`config.mk`:
```
export PLATFORM = sky130hd
export DESIGN_NAME = flash_self_program_sequencer
export DESIGN_NICKNAME = d
export VERILOG_FILES = /design/src/flash_seq_pkg.sv /design/src/unlock_tracker.sv /design/src/flash_self_program_sequencer.sv
export SDC_FILE = /design/constraint.sdc
export NUM_CORES = 1
export LEC_CHECK = 0
export BUFFER_PORTS_ARGS = -buffer_cell sky130_fd_sc_hd__buf_2
export CAP_MARGIN = 5
export CORE_MARGIN = 4
export CORE_UTILIZATION = 40
export CTS_CLUSTER_DIAMETER = 80
export DETAILED_ROUTE_END_ITERATION = 8
export GPL_TIMING_DRIVEN = 1
export PLACE_DENSITY = 0.76
export SLEW_MARGIN = 20
export SYNTH_ARGS = -nofsm -noshare
export SYNTH_HDL_FRONTEND = slang
export SYNTH_SLANG_ARGS = --single-unit
```
`constraint.sdc`:
```
create_clock -name clk_sys_i -period 1.9 [get_ports clk_sys_i]
set_input_delay 0.095 -clock clk_sys_i [delete_from_list [all_inputs] [get_ports clk_sys_i]]
set_output_delay 0.095 -clock clk_sys_i [all_outputs]
set_load 0.05 [all_outputs]
```
`src/flash_seq_pkg.sv`:
```
/*
  Constants and carrier types for the flash self-programming sequencer.
  Assumes a 16-bit processor write port and a flash macro with start/done handshake.
*/
package flash_seq_pkg;
  localparam int          DATA_W          = 16;
  localparam int          ADDR_W          = 24;
  localparam int          ADDR_HIGH_W     = 8;
  localparam int          WORD_W          = 24;
  localparam int          START_BIT_POS   = 15;
  localparam int          OP_BIT_POS      = 0;
  localparam logic [7:0]  KEY_FIRST       = 8'h55;
  localparam logic [7:0]  KEY_SECOND      = 8'hAA;
  localparam logic [1:0]  SEL_CONTROL     = 2'h0;
  localparam logic [1:0]  SEL_KEY         = 2'h1;
  localparam logic [1:0]  SEL_ADDR_HIGH   = 2'h2;
  localparam logic [1:0]  SEL_ADDR_LOW    = 2'h3;
  localparam logic [15:0] CONTROL_RESET   = 16'h0000;
  localparam logic [23:0] ADDR_RESET      = 24'h00_0000;
  localparam logic [23:0] PAIR_ALIGN_MASK = 24'h00_0003;
  localparam logic [23:0] PAIR_ALIGN_VAL  = 24'h00_0002;
  localparam int          PULSE_CYCLES    = 1;

  typedef enum logic { OP_PROGRAM, OP_ERASE } flash_op_t;

  typedef struct packed {
    logic        en;
    logic [1:0]  sel;
    logic [15:0] data;
  } reg_write_t;

  typedef struct packed {
    logic        start;
    flash_op_t   op;
    logic [23:0] addr;
    logic [47:0] data;
  } flash_cmd_t;
endpackage

```
`src/unlock_tracker.sv`:
```
/*
  Unlock key tracker: arms after the two key values on consecutive writes.
  Assumes one-cycle write strobes from the processor port on the same clock.
*/
`timescale 1ns/10ps
`default_nettype none
module unlock_tracker
  import flash_seq_pkg::*;
(
  input  wire logic       clk_sys_i,
  input  wire logic       arst_n_i,
  input  wire reg_write_t wr_i,
  input  wire logic       consume_i,
  output logic            armed_o
);
  logic first_reg;
  logic first_next;
  logic armed_reg;
  logic armed_next;
  wire  key_wr     = wr_i.en && (wr_i.sel == SEL_KEY);
  wire  key_first  = key_wr && (wr_i.data[7:0] == KEY_FIRST);
  wire  key_second = key_wr && (wr_i.data[7:0] == KEY_SECOND);

  // Any other write breaks a partial sequence
  always_comb
  begin
    first_next = first_reg;
    armed_next = armed_reg;
    if (wr_i.en)
    begin
      first_next = key_first;
      armed_next = key_second && first_reg;
      if (wr_i.sel == SEL_CONTROL)
      begin
        armed_next = 1'b0;
      end
    end
    if (consume_i)
    begin
      armed_next = 1'b0;
    end
  end

  always_ff @(posedge clk_sys_i or negedge arst_n_i)
  begin
    if (!arst_n_i)
    begin
      first_reg <= 1'b0;
      armed_reg <= 1'b0;
    end
    else
    begin
      first_reg <= first_next;
      armed_reg <= armed_next;
    end
  end

  assign armed_o = armed_reg;
endmodule
`default_nettype wire

```
`src/flash_self_program_sequencer.sv`:
```
/*
  Flash self-programming sequencer: unlock, address, start, stall, self-clearing start bit.
  Assumes a flash macro that pulses done when erase or program finishes.
*/
`timescale 1ns/10ps
`default_nettype none
module flash_self_program_sequencer
  import flash_seq_pkg::*;
(
  input  wire logic                clk_sys_i,
  input  wire logic                arst_n_i,
  input  wire logic                wr_en_i,
  input  wire logic [1:0]          wr_sel_i,
  input  wire logic [DATA_W-1:0]   wr_data_i,
  input  wire logic [2*WORD_W-1:0] prog_data_i,
  input  wire logic                flash_done_i,
  output logic [DATA_W-1:0]        flash_control_reg_o,
  output logic [ADDR_W-1:0]        target_addr_o,
  output logic                     stall_o,
  output logic                     refused_o,
  output flash_cmd_t               flash_cmd_o
);
  typedef enum logic [1:0] { ST_IDLE, ST_LAUNCH, ST_BUSY } seq_state_t;

  seq_state_t        state_reg;
  seq_state_t        state_next;
  logic [15:0]       flash_control_reg;
  logic [15:0]       flash_control_next;
  logic [7:0]        flash_target_addr_high;
  logic [15:0]       flash_target_addr_low;
  logic              stall_reg;
  logic              refused_reg;
  logic              refused_next;
  flash_cmd_t        cmd_reg;
  flash_cmd_t        cmd_next;
  logic              armed;
  reg_write_t        wr;

  assign wr = {wr_en_i, wr_sel_i, wr_data_i};

  wire [ADDR_W-1:0] target_addr = {flash_target_addr_high, flash_target_addr_low};
  wire              ctl_wr      = wr_en_i && (wr_sel_i == SEL_CONTROL) && (state_reg == ST_IDLE);
  wire              start_req   = ctl_wr && wr_data_i[START_BIT_POS];
  wire              op_erase    = wr_data_i[OP_BIT_POS];
  wire              pair_ok     = (target_addr & PAIR_ALIGN_MASK) == PAIR_ALIGN_VAL;
  wire              go          = start_req && armed && (op_erase || pair_ok);
  wire              consume     = start_req;
  wire              stall_next  = (state_next != ST_IDLE);

  unlock_tracker u_unlock
  (
    .clk_sys_i (clk_sys_i),
    .arst_n_i  (arst_n_i),
    .wr_i      (wr),
    .consume_i (consume),
    .armed_o   (armed)
  );

  // Sequencer
  always_comb
  begin
    state_next         = state_reg;
    flash_control_next = flash_control_reg;
    refused_next       = refused_reg;
    cmd_next           = cmd_reg;
    cmd_next.start     = 1'b0;
    case (state_reg)
      ST_IDLE:
      begin
        if (ctl_wr)
        begin
          flash_control_next                = wr_data_i;
          flash_control_next[START_BIT_POS] = go;
          refused_next                      = start_req && !go;
        end
        if (go)
        begin
          cmd_next.start = 1'b1;
          cmd_next.op    = op_erase ? OP_ERASE : OP_PROGRAM;
          cmd_next.addr  = target_addr;
          cmd_next.data  = prog_data_i;
          state_next     = ST_LAUNCH;
        end
      end
      ST_LAUNCH:
      begin
        state_next = ST_BUSY;
      end
      ST_BUSY:
      begin
        if (flash_done_i)
        begin
          flash_control_next[START_BIT_POS] = 1'b0;
          state_next                        = ST_IDLE;
        end
      end
      default:
      begin
        state_next = ST_IDLE;
      end
    endcase
  end

  // State register
  always_ff @(posedge clk_sys_i or negedge arst_n_i)
  begin
    if (!arst_n_i)
    begin
      state_reg <= ST_IDLE;
    end
    else
    begin
      state_reg <= state_next;
    end
  end

  // Control register with self-clearing start bit
  always_ff @(posedge clk_sys_i or negedge arst_n_i)
  begin
    if (!arst_n_i)
    begin
      flash_control_reg <= CONTROL_RESET;
    end
    else
    begin
      flash_control_reg <= flash_control_next;
    end
  end

  // Refusal flag
  always_ff @(posedge clk_sys_i or negedge arst_n_i)
  begin
    if (!arst_n_i)
    begin
      refused_reg <= 1'b0;
    end
    else
    begin
      refused_reg <= refused_next;
    end
  end

  // Flash command register
  always_ff @(posedge clk_sys_i or negedge arst_n_i)
  begin
    if (!arst_n_i)
    begin
      cmd_reg <= '0;
    end
    else
    begin
      cmd_reg <= cmd_next;
    end
  end

  // Processor stall
  always_ff @(posedge clk_sys_i or negedge arst_n_i)
  begin
    if (!arst_n_i)
    begin
      stall_reg <= 1'b0;
    end
    else
    begin
      stall_reg <= stall_next;
    end
  end

  // Address registers, locked while busy
  always_ff @(posedge clk_sys_i or negedge arst_n_i)
  begin
    if (!arst_n_i)
    begin
      flash_target_addr_high <= ADDR_RESET[23:16];
      flash_target_addr_low  <= ADDR_RESET[15:0];
    end
    else if (wr_en_i && (state_reg == ST_IDLE))
    begin
      if (wr_sel_i == SEL_ADDR_HIGH)
      begin
        flash_target_addr_high <= wr_data_i[7:0];
      end
      if (wr_sel_i == SEL_ADDR_LOW)
      begin
        flash_target_addr_low <= wr_data_i;
      end
    end
  end

  logic [ADDR_W-1:0] addr_out_reg;
  always_ff @(posedge clk_sys_i or negedge arst_n_i)
  begin
    if (!arst_n_i)
    begin
      addr_out_reg <= ADDR_RESET;
    end
    else
    begin
      addr_out_reg <= target_addr;
    end
  end

  assign flash_control_reg_o = flash_control_reg;
  assign target_addr_o       = addr_out_reg;
  assign stall_o             = stall_reg;
  assign refused_o           = refused_reg;
  assign flash_cmd_o         = cmd_reg;
endmodule
`default_nettype wire

```
Word level (Yosys, flattened, before mapping) --
Cells that the tools add are included. Widths: inputs -> output; s select.
Word-level totals: flip-flop bits (word level) 144, word-level logic and storage cells 59, output and inout bits 116
Cells by class: multiplexer cells 12, reductions and logical operators 23, equality and inequality tests 10
Operators by type and width (number):
- $mux 74 | 2
- $mux 16 | 1
- $logic_and 1x1->1 | 11
- $eq 2x2->1 const B | 4
- $eq 8x7->1 const B | 1
- $eq 8x8->1 const B | 1
- $reduce_and 2->1 | 4
- $pmux 2 s3 | 1
- $reduce_bool 2->1 | 3
- $mux 1 | 5
- $eq 2x1->1 const B | 2
- $logic_not 2->1 | 2
- $mux 2 | 2
- $ne 2x2->1 const B | 2
- $reduce_and 3->1 | 1
- $pmux 1 s2 | 1
- $logic_not 1->1 | 1
- $logic_or 1x1->1 | 1

Depth between registers and ports, before layout --
Gate-level depths: netlist of the first run.
depth in word-level cells 9, mapped depth 6

Hierarchy --
A second synthesis of the first run with hierarchy kept.
Second synthesis, totals: cell total of the unflattened synthesis 302, area total of the unflattened synthesis 5177.5 um^2
Modules (own cells, without submodules):
- flash_self_program_sequencer | area each 5034.8 um^2, cells each 288, instances 1, sequential area each 3553.4 um^2
- unlock_tracker | area each 142.6 um^2, cells each 14, instances 1, sequential area each 50.0 um^2

Worst setup path after synthesis of the first run --
Ideal clock, no wire load.
path type register to register, start reg state_reg[1], end reg cmd_reg (netlist bit flash_cmd_o[29]), period minus slack after synthesis 1.679 ns, data arrival time 1.552 ns, path slack 0.221 ns, library setup time 0.127 ns, stages on the path, launching flop included 7, data required time 1.773 ns, cells stage by stage dfrtp_1 nor3b_2 nand2_1 nor3_4 buf_6 buf_6 mux2_1
On the way: cells in the longest elaborated chain, start to end 6
RTL lines:
- from (decl) | RTL line flash_self_program_sequencer.sv:25 | seq_state_t state_reg;
- from (signal assigned) | RTL line flash_self_program_sequencer.sv:113 | state_reg <= state_next;
- $logic_not 2->1 * | RTL line flash_self_program_sequencer.sv:42, flash_self_program_sequencer.sv:67
- $logic_and 1x1->1 | RTL line flash_self_program_sequencer.sv:42 | wire ctl_wr = wr_en_i && (wr_sel_i == SEL_CONTROL) && (state_reg == ST_IDLE);
- $logic_and 1x1->1 | RTL line flash_self_program_sequencer.sv:43 | wire start_req = ctl_wr && wr_data_i[START_BIT_POS];
- $logic_and 1x1->1 (2 in series) | RTL line flash_self_program_sequencer.sv:46 | wire go = start_req && armed && (op_erase || pair_ok);
- $reduce_and 2->1 (no line) *
- to (signal assigned) | RTL line flash_self_program_sequencer.sv:152 | cmd_reg <= cmd_next;
- to (decl) | RTL line flash_self_program_sequencer.sv:34 | flash_cmd_t cmd_reg;
Mark *: on every way between the ends. The rest lies on a longest branch, timed or not. A chain may end at the register's enable or synchronous reset.

Worst setup path in the final report of the first run --
start reg state_reg[1], end reg cmd_reg (netlist bit flash_cmd_o[7])
Same word-level chain as after synthesis.

==> results of run 1 <==
-- Yosys cell counts, types with 2 or more instances --
cell	number	area, sq um
buf_4	2	15.01
buf_2	4	20.02
nor2b_1	2	12.51
buf_6	5	56.30
nand2_1	5	18.77
nand4b_1	2	17.52
inv_1	3	11.26
dfrtp_1	144	3603
mux2_1	37	416.7
o21ai_0	3	15.01
mux2_2	75	844.6
nor2_1	2	7.510
-- cells by family (layout without fill, tap and decap cells) --
family                 Yosys count  in the layout
muxes                          112            112
buffers and inverters           14            296
and+or+nand+nor                 22             22
DFF                            144            144
AOI/OAI and AO/OA                6              6
-- layout by cell type (no fill, tap or decap), types with 2 or more instances in the layout --
cell type / netlist / final
mux2_1: 37 / 37
bufinv_16: 0 / 4
mux2_2: 75 / 75
clkinvlp_4: 0 / 4
dfrtp_1: 144 / 144
nor2_1: 2 / 2
clkbuf_16: 0 / 18
clkbuf_8: 0 / 2
nand2_1: 5 / 5
buf_2: 4 / 184
inv_1: 3 / 3
o21ai_0: 3 / 3
nor2b_1: 2 / 2
clkinv_4: 0 / 2
buf_4: 2 / 8
buf_12: 0 / 3
dlygate4sd3_1: 0 / 64
nand4b_1: 2 / 2
-- how the worst min path moves through the flow --
| stage | startpoint | cells after the start | slack (ps) | to |
|---|---|---|---|---|
| 2_1_floorplan | arst_n_i | 0 | -200 | flash_cmd_o[0] |
| 3_3_place_gp | arst_n_i | 1 | -40 | target_addr_o[21] |
| 3_5_place_dp | arst_n_i | 1 | -40 | target_addr_o[20] |
| 4_1_cts | wr_data_i[7] | 2 | 0.4 | flash_target_addr_high[7] |
| 5_1_grt | wr_data_i[3] | 2 | 8 | flash_control_reg_o[3] |
| 6_report | wr_data_i[7] | 2 | 30 | flash_target_addr_high[7] |
-- power by group --
part	internal [mW]	leakage [nW]	switching (mW)	total, mW
sequential	3.35	1.87	0.146	3.50
combinational	0.414	1.88	0.929	1.34
clock	2.27	0.299	1.23	3.51
-- metal layers --
metal  track usage [%]  part of all wire [%]  vias to the layer above
li1                  -                     -                     1584
met1             19.26                    38                     1733
met3             6.685                   7.8                       32
met4             8.193                   2.8                        0
met2             29.64                    52                      151
met5                 0                     0                        -
-- worst max-delay path: cells and delay by family, from the launching register on --
kind                   cells  cell delay (ps)
flip-flops                 1              410
AND/OR/NAND/NOR            3              550
multiplexers               1              350
buffers and inverters      2              370
-- metrics by stage --
stage,hold WS [ps],instances
5_1_grt,7.734,752
2_1_floorplan,-200.6,298
3_3_place_gp,-40.49,653
4_1_cts,0.3687,749
3_5_place_dp,-38.93,653
6_report,30.09,752
-- what timing repair did --
action,4_1_cts,5_1_grt
hold buffers,64,0
setup buffers,0,2
endpoints found under the setup margin,0,33
endpoints found under the hold margin,224,0
-- layout make-up --
type | count | area, sq um
Multi-Input combinational cell | 140 | 1451
Inverter | 3 | 11.26
Tap cell | 172 | 215.2
Sequential cell | 144 | 3603
Timing Repair Buffer | 261 | 1718
Fill cell | 994 | 4982
Clock buffer | 20 | 456.7
Clock inverter | 12 | 181.4
==> results by group, run 1 <==
Cells and area
  • Number of flip-flops in the largest register: 74
  • Area growth from synthesis to layout: 48.08%
  • Ant diodes: 0
  • Fin area: 7637 sq um
  • Total Nets Final: 637
  • Final core utilization: 60.52%
  • Layout cells sized above 1: between 50% and 60%

Route
  • Iter 0 DRT Violations: 105
  • DRC Markers: 0
  • Via count: 3500
  • Antenna Nets Post-Route: 0
  • Drt wl/cell: 16.34 microns
  • First-pass detailed-route iteration total: 4
  • Via density: 4.654
  • WL final: between 10000 and 15000 microns

Synth
  • Flops & latches, synth: 144
  • Synthesized area: 5157 sq um
  • Async SR Flop Fraction: 100.0%
  • Syn_area_per_cell: 17.31 sq um
  • Netlist cell types: 26
  • Simple-Gate Fraction of Synth Area: under 10%
  • Combinational family with the most area after synthesis: multiplexers
  • Main synth FF type: dfrtp_1
  • YS warnings: 0
  • Adder-cell share of the synthesized area: 0%
  • Seq/Total Area, Yosys: between 60% and 70%
  • Syn nets: around 370
  • Synth Area in XOR/XNOR: 0%
  • Compound-cell area share of the yosys netlist: less than 1%
  • Number of enable flip-flop cells after synthesis: 0
  • Post-synthesis mux area share: 24.45%
  • Cells after Synth: approximately 300

Clock tree
  • Post_cts resized: 0
  • Max clock buf depth: 2
  • Register clock-pin slew on the reported worst setup and hold paths: 60 ps
  • H-tree Lvls: 4
  • CTS Sinks: 144
  • Clock latency on the worst-skew pair: 410 ps
  • Root buffer cell: clkbuf_16
  • CTS Buf Count: 17
  • TritonCTS clock tree: yes

Global routing
  • Antenna violations before repair: 0
  • Number of global-route vias before repair: 3911
  • First-pass GRT wire length: 19590 microns
  • GRT Util Overall: 17.42%
  • Total grt overflow: 0
  • Largest net degree at the start of global routing: between 50 and 60

Placed design
  • Pre-CTS setup slack: ~92 ps
  • Placed wire-length estimate: 8235 microns
  • PortBufs: 185
  • Area after DPL: 6319 sq um
  • GP Congestion: 0.6780

Status
  • Status: completed

Floorplan
  • Die H: 121.6 microns
  • Die Width: 121.6 microns
  • Area of the core: ~13000 sq um
  • Cell Rows: just over 40
  • IO Pins: 186
  • Initial core utilization: 40.87%
  • Die area: 14770 sq um

Worst setup path
  • Slowest CP cell: dfrtp_1
  • Crit-path cells: nor3b_2, nand2_1, nor3_4, buf_4, clkbuf_16, mux2_2
  • Worst reg2reg path startpoint: state_reg[1]
  • End of the critical path: flash_cmd_o[7]
  • CP startpoint: state_reg[1]
  • Crit Path Category: register to register
  • R2R cell count: 6
  • Crit path largest cell delay: between 400 and 500 ps
  • Data arrival time of the critical path: 2080 ps
  • R2r setup slk: 110 ps
  • Startpoint types: register
  • Reg2reg end: flash_cmd_o[7]
  • CP Max Fanout: 21
  • Crit path required time: 2190 ps
  • Critical path endpoint category: register

Timing
  • Least-Margin Pin Slew: 485.0 ps
  • Slew HR: approximately two thirds
  • Final setup margin: 114.6 ps
  • Fmax achieved: 560.1 MHz
  • Fin crit share: 93.97%
  • Final Setup Violations: 0
  • Final Hold Fails: 0
  • Setup TNS: 0 ps
  • Clock skew: 7.830 ps
  • Final Slew Violations: 0
  • Final min period: 1785 ps

Pwr
  • Power Total: 8.345 mW
  • Leakage Power: 4.056 nW
  • Power Density: roughly 1100 nW/um^2
  • Maximum vdd drop: 0.0007935 V

Job
  • Maxcap violations: 0

Worst hold path
  • Hold crit path type: primary input to register
(Power assumes the default switching activity.)
==> inputs of run 2 (changes only) <==
BUFFER_PORTS_ARGS = unset   (was -buffer_cell sky130_fd_sc_hd__buf_2)
DONT_BUFFER_PORTS = 1   (was unset)
PLACE_DENSITY = 0.63   (was 0.76)
==> run 2 against run 1 <==
The run now ends with negative hold slack left. Combinational power shrank 74%. Total power shrank 2.6%. Die area is the same. Clock-buffer cell count shrank 2. Global-route usage shrank 1.7 points. Clock power grew 2%. Via count shrank 19%. Critical path depth is the same. Core utilization shrank 6.8 points.
==> results by group, run 2 (synthesized netlist as in run 1, its figures left out) <==
Global routing
  • Largest net degree at the start of global routing: 145 (+150%)
  • Number of global-route vias before repair: 3062 (-22%)
  • GRT Util Overall: 15.73% (-1.7 points)
  • Antenna violations before repair: 0 (unchanged)
  • First-pass GRT wire length: 17150 microns (-12%)
  • Total grt overflow: 0 (unchanged)

Floorplan
  • Die area: 14770 sq um (unchanged)
  • Die H: 121.6 microns (unchanged)
  • IO Pins: 186 (unchanged)
  • Die Width: 121.6 microns (unchanged)
  • Initial core utilization: 40.87% (unchanged)
  • Cell Rows: 41 (unchanged)
  • Area of the core: 12620 sq um (unchanged)

Cells and area
  • Fill cells: 1033 (+3.9%)
  • Ant diodes: 0 (unchanged)
  • Reg area: 3603 sq um (unchanged)
  • Final core utilization: 53.68% (-6.8 points)
  • Number of flip-flops in the largest register: 74 (unchanged)
  • Most common cell after layout, fill and taps aside: dfrtp_1
  • Area of the multi-input gates: 1451 sq um (unchanged)
  • Layout cells sized above 1: 30.40% (-23 points)
  • Total Nets Final: 455 (-29%)
  • Most frequent cells in the layout: 144 x dfrtp_1, 75 x mux2_2, 70 x dlygate4sd3_1
  • Area growth from synthesis to layout: 31.34%
  • Fin area: 6774 sq um (-11%)

Worst setup path
  • Crit path largest cell delay: 410 ps (about the same)
  • CP Max Fanout: 18 (-14%)
  • Worst reg2reg path startpoint: flash_target_addr_low[1]
  • R2r setup slk: 90 ps (-20 ps)
  • CP bufs+invs: 2 (unchanged)
  • Data arrival time of the critical path: 2100 ps (+20 ps)
  • Startpoint types: register
  • Reg2reg end: flash_cmd_o[57]
  • R2R cell count: 6 (unchanged)
  • Slowest CP cell: dfrtp_1
  • Critical path endpoint category: register
  • Family with the most delay on the worst path: flip-flops
  • Crit Path Category: register to register
  • Crit path required time: 2200 ps (about the same)
  • Crit-path cells: nor2b_1, o21ai_1, nor3_4, buf_12, clkbuf_16, mux2_1

Worst hold path
  • Hold crit path type: primary input to asynchronous set/reset pin

Timing
  • Least-Margin Pin Slew: 518.0 ps (+32.99 ps)
  • Final Setup Violations: 0 (unchanged)
  • Final Slew Violations: 0 (unchanged)
  • Fin crit share: 95.05% (+1.1 points)
  • Slew HR: 65.47% (-2.2 points)
  • RSZ-0062 raised after global routing: no
  • Final min period: 1806 ps (+20.49 ps)
  • Setup TNS: 0 ps (unchanged)
  • Final Hold Fails: 144 (+144)
  • Fmax achieved: 553.7 MHz (-1.1%)
  • Clock skew: 8.306 ps (+0.4757 ps)
  • Fin Hold WS: -629.5 ps (-659.6 ps)

Route
  • Iter 0 DRT Violations: 129 (+23%)
  • Via count: 2821 (-19%)
  • WL final: 11910 microns (-3.1%)
  • First-pass detailed-route iteration total: 4 (unchanged)
  • Drt wl/cell: 20.90 microns (+28%)
  • Antenna Nets Post-Route: 0 (unchanged)
  • DRC Markers: 0 (unchanged)
  • Via density: 4.949 (+6.3%)

Clock tree
  • Clock latency on the worst-skew pair: 420 ps (about the same)
  • Hold_buf cts: 70 (+9.4%)
  • CTS Sinks: 144 (unchanged)
  • TritonCTS clock tree: yes
  • CTS Buf Count: 17 (unchanged)
  • Register clock-pin slew on the reported worst setup and hold paths: 60 ps (about the same)
  • Max clock buf depth: 2 (unchanged)
  • Root buffer cell: clkbuf_16
  • H-tree Lvls: 4 (unchanged)

Pwr
  • Maximum vdd drop: 0.0004899 V (-38%)
  • Power Density: 1200 nW/um^2 (+9.9%)
  • Leakage Power: 3.212 nW (-21%)

Status
  • Status: finished, violations left
  • Failing checks: negative hold slack

Placed design
  • Placed wire-length estimate: 7111 microns (-14%)
  • PortBufs: 0 (-100%)
  • Area after DPL: 5351 sq um (-15%)
  • GP Congestion: 0.7324 (+8.0%)

Job
  • Maxcap violations: 0 (unchanged)
[run 2: repair_timing]
item | 4_1_cts | 5_1_grt
hold endpoints to repair | 238 | 144
setup endpoints to repair | 0 | 56
buffers inserted | 0 | 1
resized for setup | 0 | 1
[run 2: stage by stage]
| stage | worst slack (ps) | std cells | power, mW | hold slack (ps) |
|---|---|---|---|---|
| detailed placement | 112.2 | 465 | 4.473 | -196.9 |
| global placement | 144.7 | 465 | 4.452 | -197.5 |
| finish | 94.11 | 570 | 8.131 | -629.5 |
| CTS | 92.57 | 567 | 8.236 | -652.5 |
| global route | 13.19 | 570 | 8.420 | -655.9 |
| floorplan | 220.8 | 298 | 4.365 | -200.6 |
[run 2: cell type report]
class                      instances  share of cell area [%]
multi-input combinational        140                   21.43
timing repair buffer              79                   12.52
sequential                       144                   53.20
inverter                           3                  0.1662
clock inverter                    14                   3.177
tap                              172                   3.177
clock buffer                      18                   6.335
[run 2: routing by layer]
metal  share of wire, %  track usage (%)  vias to the layer above
met5                  0                0                        -
met4                1.4            7.353                        0
met3                9.3            6.639                       13
met2                 50            25.94                      120
met1                 39            17.73                     1462
li1                   -                -                     1226
[run 2: how the worst max path moves through the flow]
stage               slack (ps)               to  cells past startpoint                     start
floorplan                  220  flash_cmd_o[29]                      6              state_reg[1]
finish                      90  flash_cmd_o[57]                      6  flash_target_addr_low[1]
CTS                         90  flash_cmd_o[25]                      5  flash_target_addr_low[0]
detailed placement         110  flash_cmd_o[25]                      5  flash_target_addr_low[0]
global route                10  flash_cmd_o[64]                      6  flash_target_addr_low[1]
global placement           140   flash_cmd_o[1]                      5  flash_target_addr_low[0]
[run 2: worst register-to-register path: cells and delay by family, from the launching register on]
family,cells,cell delay [ps]
buffers and inverters,2,350
AO/OA/AOI/OAI,1,380
multiplexers,1,330
AND/OR/NAND/NOR,2,220
flip-flops,1,410
[run 2: power by group]
part           leakage, nW  internal [mW]  switching [mW]
combinational         1.04          0.243           0.101
clock                0.298           2.32            1.27
sequential            1.87           3.34           0.857
